$ cat src/shared/dukc_pkg.sv
// Shared constants and types for the update and keying control block
package dukc_pkg;

	// Host port widths
	localparam int ADDR_W = 6;
	localparam int DATA_W = 8;
	localparam int BANK_BYTES = 64;

	// Byte addresses of the register bank
	localparam logic [5:0] PHASE1_HI_ADDR = 6'h00;
	localparam logic [5:0] PHASE1_LO_ADDR = 6'h01;
	localparam logic [5:0] PHASE2_HI_ADDR = 6'h02;
	localparam logic [5:0] PHASE2_LO_ADDR = 6'h03;
	localparam logic [5:0] UPDATE_PERIOD_B3_ADDR = 6'h16;
	localparam logic [5:0] UPDATE_PERIOD_B2_ADDR = 6'h17;
	localparam logic [5:0] UPDATE_PERIOD_B1_ADDR = 6'h18;
	localparam logic [5:0] UPDATE_PERIOD_B0_ADDR = 6'h19;
	localparam logic [5:0] POWERDOWN_ADDR = 6'h1D;
	localparam logic [5:0] UPDATE_CTRL_ADDR = 6'h1F;
	localparam logic [5:0] KEYING_CTRL_ADDR = 6'h20;
	localparam logic [5:0] AMPLITUDE_SHAPE_HI_ADDR = 6'h21;
	localparam logic [5:0] AMPLITUDE_SHAPE_LO_ADDR = 6'h22;
	localparam logic [5:0] RAMP_RATE_ADDR = 6'h25;
	localparam logic [5:0] AUX_CONVERTER_HI_ADDR = 6'h26;
	localparam logic [5:0] AUX_CONVERTER_LO_ADDR = 6'h27;

	// Bit positions
	localparam int INTERNAL_UPDATE_BIT = 0;
	localparam int MAIN_POWERDOWN_BIT = 2;
	localparam int AUX_POWERDOWN_BIT = 1;
	localparam int MULT_ENABLE_BIT = 5;
	localparam int AUTO_RAMP_BIT = 4;

	// Reset values
	localparam logic [7:0] UPDATE_CTRL_RESET = 8'h01;
	localparam logic [7:0] BYTE_RESET = 8'h00;

	// Timing counts in system clock cycles
	localparam int SYS_CLK_HZ = 20000000;
	localparam logic [3:0] UPDATE_HIGH_CYCLES = 4'h8;
	localparam logic [31:0] UPDATE_PIN_MIN_PERIOD = 32'h0000_0005;
	localparam logic [7:0] RAMP_MIN_COUNT = 8'h03;

	// Amplitude limits
	localparam logic [11:0] AMP_FULL_SCALE = 12'hFFF;
	localparam logic [11:0] AMP_ZERO = 12'h000;

	// Host port bundle as seen at the pins
	typedef struct packed {
		logic wr_n;
		logic rd_n;
		logic [5:0] addr;
		logic [7:0] data;
	} dukc_port_s;

	localparam dukc_port_s PORT_IDLE = '{wr_n: 1'b1, rd_n: 1'b1, addr: 6'h00, data: 8'h00};

endpackage

$ cat src/hdl/dukc_sync.sv
// Two-stage synchroniser for pin inputs
`timescale 1ns/1ns
module dukc_sync #(
	parameter int W = 1,
	parameter logic [W-1:0] RST_VAL = '0
) (
	// Clock and reset
	input wire logic clk,
	input wire logic rst_n,
	// Data
	input wire logic [W-1:0] async_in,
	output logic [W-1:0] sync_out
);

	typedef struct packed {
		logic [W-1:0] meta;
		logic [W-1:0] stable;
	} dukc_sync_s;

	dukc_sync_s st_q;
	dukc_sync_s st_d;

	always_comb begin
		st_d.meta = async_in;
		st_d.stable = st_q.meta;
	end

	always_ff @(posedge clk or negedge rst_n) begin
		if (!rst_n) begin
			st_q <= '{meta: RST_VAL, stable: RST_VAL};
		end else begin
			st_q <= st_d;
		end
	end

	assign sync_out = st_q.stable;

endmodule

$ cat src/hdl/dukc_reload_cnt.sv
// Reloading down-counter emitting one pulse per pass through zero
`timescale 1ns/1ns
module dukc_reload_cnt #(
	parameter int W = 8
) (
	// Clock and reset
	input wire logic clk,
	input wire logic rst_n,
	// Control
	input wire logic tick,
	input wire logic stall,
	input wire logic [W-1:0] load_val,
	// Result
	output logic pulse
);

	typedef struct packed {
		logic [W-1:0] cnt;
		logic pulse;
	} dukc_cnt_s;

	dukc_cnt_s st_q;
	dukc_cnt_s st_d;

	always_comb begin
		st_d = st_q;
		st_d.pulse = 1'b0;
		if (!stall && tick) begin
			if (st_q.cnt == '0) begin
				st_d.cnt = load_val;
				st_d.pulse = 1'b1;
			end else begin
				st_d.cnt = st_q.cnt - 1'b1;
			end
		end
	end

	always_ff @(posedge clk or negedge rst_n) begin
		if (!rst_n) begin
			st_q <= '0;
		end else begin
			st_q <= st_d;
		end
	end

	assign pulse = st_q.pulse;

endmodule

$ cat src/hdl/dukc_top.sv
// Update clock, phase select and shaped keying control around the synthesizer core
//
// What this block does
// - Phase-select pin low applies first phase offset, high applies the second.
// - Buffered writes reach the active bank only on an internal update pulse or a rising external edge.
// - External update edges are synchronised to the system clock first.
// - Update source bit resets high (internal); low selects external pin input.
// - Internal interval comes from the 32-bit update period bytes; select in 1F.
// - Update counter decrements at half clock rate, updating each time it hits zero.
// - Internal updates are spaced (N+1) times two system clock periods.
// - Internal mode drives each update onto the pin high for eight cycles at periods of 5 and up.
// - Period below 5 keeps the update pin high while updates continue.
// - Multiplier enable low gives full scale; high scales the cosine path.
// - Auto-ramp high uses the internal ramp; low uses the shape value register.
// - An 8-bit ramp counter pulses at zero, stepping the 12-bit amplitude counter.
// - Factor zero gives zero, all ones near full scale, proportional between.
// - Ramp countdown value below 3 stalls the counter and holds the factor.
// - Amplitude steps are spaced by countdown value plus one clock periods.
// - Zero to full scale takes 4095 amplitude steps.
// - Keying pin high ramps up and holds full scale; low ramps down to zero.
// - Aux converter takes a 12-bit twos-complement value, refreshed every clock.
// - Main and aux power-down bits each power down their converter alone.
// - Host writes land in a buffer with no effect until an update.
`timescale 1ns/1ns
module dukc_top (
	// Clock and reset
	input wire logic SYS_CLK,
	input wire logic RESETN,
	// Parallel host port
	input wire logic WR_N,
	input wire logic RD_N,
	input wire logic [5:0] ADDR,
	input wire logic [7:0] DATA_I,
	output logic [7:0] DATA_O,
	output logic DATA_OE,
	// Update strobe pin, two-way
	input wire logic UPDATE_STROBE_PIN_I,
	output logic UPDATE_STROBE_PIN_O,
	output logic UPDATE_STROBE_PIN_OE,
	// Modulation pins
	input wire logic PHASE_SELECT_PIN,
	input wire logic KEYING_PIN,
	// Cosine path
	input wire logic [11:0] COS_IN,
	output logic [11:0] COS_OUT,
	output logic [11:0] AMP_FACTOR,
	// Core and converter controls
	output logic [13:0] PHASE_OFFSET,
	output logic UPDATE_EVENT,
	output logic [11:0] AUX_CONVERTER_VALUE,
	output logic MAIN_CONVERTER_POWERDOWN,
	output logic AUX_CONVERTER_POWERDOWN
);

	typedef struct packed {
		logic [63:0][7:0] buf_bank;
		logic [63:0][7:0] act_bank;
		logic wr_n_prev;
		logic upd_prev;
		logic half;
		logic [3:0] high_cnt;
		logic upd_pin;
		logic update_evt;
		logic [11:0] amp;
		logic [11:0] factor;
		logic [11:0] cos_out;
		logic [13:0] phase;
		logic [11:0] aux_value;
		logic main_pd;
		logic aux_pd;
		logic [7:0] rd_data;
		logic rd_oe;
	} dukc_core_s;

	dukc_core_s st_q;
	dukc_core_s st_d;

	// Synchronised pins
	dukc_pkg::dukc_port_s port_s;
	logic upd_pin_s;
	logic phase_sel_s;
	logic key_s;

	// Active-bank fields
	logic internal_mode;
	logic mult_enable;
	logic auto_ramp;
	logic [31:0] update_period;
	logic [7:0] ramp_rate;
	logic [11:0] shape_value;

	// Counter pulses
	logic int_update_pulse;
	logic ramp_pulse;
	logic ext_rise;
	logic write_strobe;
	logic [24:0] product;
	logic [11:0] next_factor;

	dukc_sync #(
		.W(16),
		.RST_VAL(dukc_pkg::PORT_IDLE)
	) u_port_sync (
		.clk(SYS_CLK),
		.rst_n(RESETN),
		.async_in({WR_N, RD_N, ADDR, DATA_I}),
		.sync_out(port_s)
	);

	dukc_sync #(
		.W(3),
		.RST_VAL(3'h0)
	) u_pin_sync (
		.clk(SYS_CLK),
		.rst_n(RESETN),
		.async_in({UPDATE_STROBE_PIN_I, PHASE_SELECT_PIN, KEYING_PIN}),
		.sync_out({upd_pin_s, phase_sel_s, key_s})
	);

	// Fields decoded from the active bank only
	always_comb begin
		internal_mode = st_q.act_bank[dukc_pkg::UPDATE_CTRL_ADDR][dukc_pkg::INTERNAL_UPDATE_BIT];
		mult_enable = st_q.act_bank[dukc_pkg::KEYING_CTRL_ADDR][dukc_pkg::MULT_ENABLE_BIT];
		auto_ramp = st_q.act_bank[dukc_pkg::KEYING_CTRL_ADDR][dukc_pkg::AUTO_RAMP_BIT];
		update_period = {st_q.act_bank[dukc_pkg::UPDATE_PERIOD_B3_ADDR],
			st_q.act_bank[dukc_pkg::UPDATE_PERIOD_B2_ADDR],
			st_q.act_bank[dukc_pkg::UPDATE_PERIOD_B1_ADDR],
			st_q.act_bank[dukc_pkg::UPDATE_PERIOD_B0_ADDR]};
		ramp_rate = st_q.act_bank[dukc_pkg::RAMP_RATE_ADDR];
		shape_value = {st_q.act_bank[dukc_pkg::AMPLITUDE_SHAPE_HI_ADDR][3:0],
			st_q.act_bank[dukc_pkg::AMPLITUDE_SHAPE_LO_ADDR]};
	end

	// Internal update counter, ticking every second clock
	dukc_reload_cnt #(
		.W(32)
	) u_update_cnt (
		.clk(SYS_CLK),
		.rst_n(RESETN),
		.tick(st_q.half),
		.stall(1'b0),
		.load_val(update_period),
		.pulse(int_update_pulse)
	);

	// Ramp rate counter, ticking every clock
	dukc_reload_cnt #(
		.W(8)
	) u_ramp_cnt (
		.clk(SYS_CLK),
		.rst_n(RESETN),
		.tick(1'b1),
		.stall(ramp_rate < dukc_pkg::RAMP_MIN_COUNT),
		.load_val(ramp_rate),
		.pulse(ramp_pulse)
	);

	// External edge seen only after synchronisation
	assign ext_rise = !internal_mode && upd_pin_s && !st_q.upd_prev;
	assign write_strobe = port_s.wr_n && !st_q.wr_n_prev;
	assign product = $signed(COS_IN) * $signed({1'b0, st_q.factor});

	always_comb begin
		st_d = st_q;
		st_d.wr_n_prev = port_s.wr_n;
		st_d.upd_prev = upd_pin_s;
		st_d.half = !st_q.half;

		// Host writes go to the buffer only
		if (write_strobe) begin
			st_d.buf_bank[port_s.addr] = port_s.data;
		end

		// Readback of the buffer
		st_d.rd_oe = !port_s.rd_n;
		st_d.rd_data = st_q.buf_bank[port_s.addr];

		// Transfer on either update source
		st_d.update_evt = 1'b0;
		if ((internal_mode && int_update_pulse) || ext_rise) begin
			st_d.act_bank = st_q.buf_bank;
			st_d.update_evt = 1'b1;
		end

		// Update pin pulse stretch in internal mode
		if (internal_mode && int_update_pulse) begin
			st_d.high_cnt = dukc_pkg::UPDATE_HIGH_CYCLES;
		end else if (st_q.high_cnt != 4'h0) begin
			st_d.high_cnt = st_q.high_cnt - 4'h1;
		end
		if (update_period < dukc_pkg::UPDATE_PIN_MIN_PERIOD) begin
			st_d.upd_pin = 1'b1;
		end else begin
			st_d.upd_pin = (st_d.high_cnt != 4'h0);
		end

		// Saturating amplitude ramp
		if (ramp_pulse) begin
			if (key_s && st_q.amp != dukc_pkg::AMP_FULL_SCALE) begin
				st_d.amp = st_q.amp + 12'h001;
			end else if (!key_s && st_q.amp != dukc_pkg::AMP_ZERO) begin
				st_d.amp = st_q.amp - 12'h001;
			end
		end

		// Multiplier factor selection
		if (!mult_enable) begin
			next_factor = dukc_pkg::AMP_FULL_SCALE;
		end else if (auto_ramp) begin
			next_factor = st_q.amp;
		end else begin
			next_factor = shape_value;
		end
		st_d.factor = next_factor;

		// Scaled or bypassed cosine sample
		if (mult_enable) begin
			st_d.cos_out = product[23:12];
		end else begin
			st_d.cos_out = COS_IN;
		end

		// Phase offset by select pin
		if (phase_sel_s) begin
			st_d.phase = {st_q.act_bank[dukc_pkg::PHASE2_HI_ADDR][5:0],
				st_q.act_bank[dukc_pkg::PHASE2_LO_ADDR]};
		end else begin
			st_d.phase = {st_q.act_bank[dukc_pkg::PHASE1_HI_ADDR][5:0],
				st_q.act_bank[dukc_pkg::PHASE1_LO_ADDR]};
		end

		// Converter controls
		st_d.aux_value = {st_q.act_bank[dukc_pkg::AUX_CONVERTER_HI_ADDR][3:0],
			st_q.act_bank[dukc_pkg::AUX_CONVERTER_LO_ADDR]};
		st_d.main_pd = st_q.act_bank[dukc_pkg::POWERDOWN_ADDR][dukc_pkg::MAIN_POWERDOWN_BIT];
		st_d.aux_pd = st_q.act_bank[dukc_pkg::POWERDOWN_ADDR][dukc_pkg::AUX_POWERDOWN_BIT];
	end

	always_ff @(posedge SYS_CLK or negedge RESETN) begin
		if (!RESETN) begin
			st_q <= '0;
			st_q.buf_bank[dukc_pkg::UPDATE_CTRL_ADDR] <= dukc_pkg::UPDATE_CTRL_RESET;
			st_q.act_bank[dukc_pkg::UPDATE_CTRL_ADDR] <= dukc_pkg::UPDATE_CTRL_RESET;
			st_q.wr_n_prev <= 1'b1;
			st_q.upd_pin <= 1'b1;
			st_q.factor <= dukc_pkg::AMP_FULL_SCALE;
		end else begin
			st_q <= st_d;
		end
	end

	// Outputs
	assign DATA_O = st_q.rd_data;
	assign DATA_OE = st_q.rd_oe;
	assign UPDATE_STROBE_PIN_O = st_q.upd_pin;
	assign UPDATE_STROBE_PIN_OE = internal_mode;
	assign COS_OUT = st_q.cos_out;
	assign AMP_FACTOR = st_q.factor;
	assign PHASE_OFFSET = st_q.phase;
	assign UPDATE_EVENT = st_q.update_evt;
	assign AUX_CONVERTER_VALUE = st_q.aux_value;
	assign MAIN_CONVERTER_POWERDOWN = st_q.main_pd;
	assign AUX_CONVERTER_POWERDOWN = st_q.aux_pd;

endmodule

$ cat config.mk
export PLATFORM = sky130hd
export DESIGN_NAME = dukc_top
export DESIGN_NICKNAME = d
export VERILOG_FILES = /design/src/shared/dukc_pkg.sv /design/src/hdl/dukc_sync.sv /design/src/hdl/dukc_reload_cnt.sv /design/src/hdl/dukc_top.sv
export SDC_FILE = /design/constraint.sdc
export NUM_CORES = 1
export LEC_CHECK = 0
export ABC_AREA = 1
export BUFFER_PORTS_ARGS = -buffer_cell sky130_fd_sc_hd__buf_2
export CAP_MARGIN = 25
export CORE_MARGIN = 5
export CORE_UTILIZATION = 61
export DETAILED_ROUTE_END_ITERATION = 6
export PLACE_DENSITY = 0.79
export SYNTH_ARGS = -nofsm -noshare
export SYNTH_HDL_FRONTEND = slang
export SYNTH_SLANG_ARGS = --single-unit
$ cat constraint.sdc
create_clock -name SYS_CLK -period 5.7 [get_ports SYS_CLK]
set_input_delay 1.71 -clock SYS_CLK [delete_from_list [all_inputs] [get_ports SYS_CLK]]
set_output_delay 1.71 -clock SYS_CLK [all_outputs]
set_load 0.01 [all_outputs]
== Word level (Yosys, flattened, before mapping) ==
Cells that the tools add are included.

* Input port bits: 33
* Output and inout port bits: 64
* Bits in registers: 776

* Mux-type cells: 21
* Reduce and logical (&&, ||, !) cells: 21
* Magnitude comparators: 4
* Add/sub/neg operators: 5
* $mul: 1
* Eq/ne operators: 1

{| class="wikitable"
|+ Operators with widths
! operator !! count
|-
| $bwmux W512 || 1
|-
| $mux W12 || 5
|-
| $bmux W8 S6 || 1
|-
| $demux W8 S6 || 1
|-
| $logic_not A32 Y1 || 1
|-
| $lt A32 B3 Y1 const B || 1
|-
| $mux W32 || 1
|-
| $sub A32 B1 Y32 const B || 1
|-
| $mul A12 B13 Y24 || 1
|-
| $mux W8 || 3
|-
| $mux W14 || 1
|-
| $add A12 B1 Y12 const B || 1
|-
| $ne A12 B12 Y1 const B || 1
|-
| $reduce_bool A12 Y1 || 1
|-
| $sub A12 B1 Y12 const B || 1
|-
| $logic_not A8 Y1 || 1
|-
| $lt A8 B2 Y1 const B || 1
|-
| $mux W4 || 2
|-
| $reduce_bool A4 Y1 || 2
|-
| $sub A8 B1 Y8 const B || 1
|-
| $logic_and A1 B1 Y1 || 7
|-
| $lt A6 B7 Y1 const B || 1
|-
| $ge A6 B1 Y1 const B || 1
|-
| $logic_not A1 Y1 || 6
|-
| other kinds (5) || 10
|}

== Longest topological paths before layout ==
* Word-level depth: 5
* Gate-level depth with buffers: 24

== Cells and area by module ==
Synthesis repeated with hierarchy kept, for this count alone.

* Cells, all modules: 4760
* Area, all modules: 39497.9 um^2

{| class="wikitable"
|+ By module, submodules not included
! module !! sequential area each (um^2) !! instances !! area each (um^2) !! cells each
|-
| dukc_top || 17311.6 || 1 || 35176.2 || 4178
|-
| dukc_reload_cnt at u_update_cnt || 825.8 || 1 || 2735.1 || 451
|-
| dukc_sync at u_port_sync || 805.8 || 1 || 805.8 || 32
|-
| dukc_reload_cnt at u_ramp_cnt || 225.2 || 1 || 630.6 || 93
|-
| dukc_sync at u_pin_sync || 150.1 || 1 || 150.1 || 6
|}

== Worst setup path after synthesis ==
No wires, ideal clock.

* Path kind: in2reg
* From: input port COS_IN[11]
* To: register st_q, in the netlist COS_OUT[3]
* Data required time: 5.582 ns
* Setup time: 0.118 ns
* Cell stages on the path: 19
* Setup slack: -0.492 ns
* Arrival time: 6.074 ns
* Path through: inv_1 clkbuf_1 nor2_1 fa_1 fa_1 fa_1 fa_1 inv_1 fa_1 inv_1 ha_1 nand2_1 nor2_1 inv_1 nor3_1 a21oi_1 or2_2 nand3_1 nand2_1

{| class="wikitable"
|+ RTL lines
! what !! line !! source
|-
| start: declaration || dukc_top.sv:44 || <nowiki>input wire logic [11:0] COS_IN,</nowiki>
|-
| end signal: assignment || dukc_top.sv:248 || <nowiki>st_q <= st_d;</nowiki>
|-
| end: declaration || dukc_top.sv:75 || <nowiki>dukc_core_s st_q;</nowiki>
|}

==> summary.md <==
| Metric | Value |
|---|---|
| Fillers | `around 4.8k` |
| Die area | `between 0.06 and 0.07 mm^2` |
| Final HPWL DP | `64370 um` |
| CP Class | `primary input to flop` |
| VDD IR max | `0.001038 V` |
| Syn avg cell area | `~8.5 um^2` |
| GRT Overall Usage | `0.2996` |
| Final cycle utilization of the critical path | `0.9717` |
| #FFs+latches synth | `771` |
| RSZ-0062 raised after global routing | `false` |
| Die Ht | `259.7 um` |
| Most used cell, CP | `fa_1` |
| Max Cap Viol | `0` |
| Leakage | `20.54 nW` |
| Via density | `between 5 and 6` |
| Cts repair resizes | `0` |
| H-Tree Depth | `3` |
| Initial antenna violation count | `1` |
| Most frequent cells in the layout | `nand2_1, dfrtp_1, o21ai_0` |
| Num rows | `91` |
| CP max FO | `12` |
| Wirelength per Cell | `18.76 um` |
| Global-route wire length before repair | `162900 um` |
| CTS Buf Count | `81` |
| Worst Clk Skew | `about 24 ps` |
| Fin. Hold Viols | `0` |
| Fin nets | `4655` |
| Max incr delay on CP | `~570 ps` |
| Syn_nets | `4683` |
| Vias in the first global route | `about 30k` |
| Cells along the critical path | `buf_2 > nand2_1 > fa_1 > fa_1 > fa_1 > inv_1 > fa_1 > inv_1 > fa_1 > inv_1 > ha_1 > a21oi_1 > o21ai_1 > nand2_1 > nand2_1 > a21oi_1 > or2_4 > nand3_2 > nand2_1` |
| Pin count of the biggest net entering global routing | `114` |
| Final ANT Viol Nets | `0` |
| Clk sink count | `771` |
| Core footprint | `between 0.06 and 0.07 mm^2` |
| Fmax | `roughly 180 MHz` |
| Crit path DAT | `6100 ps` |
| Root Driver | `clkbuf_16` |
| PortBufs | `96` |
| Fraction of layout instances using a drive strength above 1 | `0.09283` |
| Initial DRC count | `3396` |
| Hold WC Path Type | `flop to flop` |
| Total grt overflow | `0` |
| Postcts setup bufs | `0` |
| Slew of the pin with the lowest slew margin | `roughly 1200 ps` |
| Pwr dens | `516.8 mW/mm^2` |
| Area growth syn-to-layout | `10.39%` |
| Starting Density | `0.6165` |
| DP Area | `0.03916 mm^2` |
| Worst-skew pair later-pin latency | `640 ps` |
| Horiz. Die Dim | `259.7 um` |
| Highest-delay cell along the critical path | `fa_1` |
| Clk pin slew, worst setup/hold paths | `70 ps` |
| Vias | `between 30k and 40k` |
| Slew Viols, Final | `0` |
| Sequential share of the synthesized area | `0.5078` |
| Mapped cell area | `0.03805 mm^2` |
| Max clock buf depth | `3` |
| Critical Path RT | `6260 ps` |
| Post-route cell area | `0.04200 mm^2` |
| Tmin final | `5539 ps` |
| Distinct cells, synth | `47` |
| Hold_ws | `344.4 ps` |
| Routability cong. | `about 0.9` |
| Startpoint class of the critical path | `primary input` |
| Initial DRT Pass Iterations | `6` |
| Finish-stage setup viols | `0` |
| IO Count | `97` |
| Post-Syn Instances | `4466` |
| Slew headroom | `0.2075` |
| Final setup TNS | `0 ps` |
| Crit end category | `flop` |
| Cts hold-fix bufs | `0` |
| CTS tree | `yes` |
| Status | `finished, final reports clean` |
| Post-route DRC | `0` |
| YS warnings | `0` |
| WL final | `100200 um` |
| Most common cell after layout, fill and taps aside | `nand2_1` |
kinds of logic after synthesis:
kind of cell               synth area share
and+or+nand+nor                      0.2021
AOI/OAI and AO/OA                    0.1292
DFF                                  0.5078
buffers and inverters               0.07429
adders and majority gates           0.08024
xor gates and xnor gates           0.006446
synthesized netlist by cell type (all sizes together):
library cell	instances	area (um^2)
nor2	135	511.7
a32o	1	10.01
dfrtp	751	18790
o21ai	726	3633
a21boi	1	7.510
o211ai	10	75.07
buf	101	666.9
and3	2	12.51
o21a	4	30.03
nand4	66	412.9
xnor2	13	113.9
or2	9	56.30
nor4	16	160.1
a21oi	69	345.3
o21bai	5	37.54
ha	84	1051
fa	100	2002
o22ai	5	31.28
o31ai	3	22.52
o221ai	3	26.28
or3b	1	8.760
a21o	5	37.54
nand3b	5	37.54
clkinv	10	37.54
a31oi	6	37.54
o2111ai	11	96.34
nand3	122	615.6
nor3	24	206.5
a22oi	70	525.5
inv	372	1396
clkbuf	193	725.7
nand2	1507	5659
nand2b	1	6.260
xor2	15	131.4
dfstp	20	525.5
layout make-up:
| type | instances | area, um^2 | area share |
|---|---|---|---|
| diodes | 1 | 2.502 | 0.00005958 |
| clock buffers | 110 | 2317 | 0.05517 |
| clock inverters | 38 | 493.0 | 0.01174 |
| inverters | 382 | 1438 | 0.03423 |
| multi-input cells | 3019 | 16100 | 0.3832 |
| flip-flops and latches | 771 | 19320 | 0.4600 |
| well taps | 837 | 1047 | 0.02494 |
| repair buffers | 183 | 1287 | 0.03066 |
critical path: cells and delay by family:
kind	cells	cell delay (ps)
AND/OR/NAND/NOR	6	540
adder cells (fa/ha/maj)	6	2890
buffers and inverters	4	410
AO/OA/AOI/OAI	3	530
through the flow:
stage | setup WS (ps) | utilization | power [mW] | cells
floorplan | -55.82 | - | 13.17 | 4466
global placement | -423.2 | 0.6342 | 15.78 | 5190
detailed placement | -492.5 | 0.6345 | 16.00 | 5192
CTS | 167.5 | 0.6801 | 21.56 | 5340
global route | 15.91 | 0.6805 | 23.22 | 5340
finish | 161.4 | 0.6806 | 21.70 | 5341
power breakdown:
| group | leakage (nW) | internal (mW) | switching (mW) |
|---|---|---|---|
| clock | 1.39 | 3.28 | 2.23 |
| sequential | 10.3 | 6.11 | 0.509 |
| combinational | 8.88 | 4.20 | 5.37 |
| total | 20.5 | 13.6 | 8.11 |
registers in the layout (all words and copies together), names as in the netlist, 3 cells and up:
| name | count |
|---|---|
| AMP_FACTOR | 12 |
| AUX_CONVERTER_VALUE | 12 |
| COS_OUT | 12 |
| DATA_O | 8 |
| PHASE_OFFSET | 14 |
| ramp_rate | 8 |
| shape_value | 12 |
| st_d | 14 |
| st_q | 591 |
| u_pin_sync.st_d | 3 |
| u_pin_sync.sync_out | 3 |
| u_port_sync.st_d | 16 |
| u_port_sync.sync_out | 16 |
| u_ramp_cnt.st_q | 8 |
| u_update_cnt.st_q | 32 |
path summary, 6_finish.rpt:
path                                      startpoint                  endpoint  slack [ps]  cells after the start
worst min register to register  u_port_sync.st_d[14]  u_port_sync.sync_out[14]         340                      0
worst max-delay path                       COS_IN[5]                COS_OUT[3]         160                     19
worst min-delay path            u_port_sync.st_d[14]  u_port_sync.sync_out[14]         340                      0
max in group asynchronous                     RESETN          u_ramp_cnt.pulse        3370                      2
min in group asynchronous                     RESETN                 st_q[110]        1160                      1
worst max register to register         AMP_FACTOR[6]                COS_OUT[3]         810                     18
routing by layer:
metal  part of all wire  global-route usage
met1               0.41              0.4250
met2               0.46              0.4692
met3              0.090             0.05641
met4              0.039              0.1080
met5                  0                   0
(Power assumes the default switching activity.)
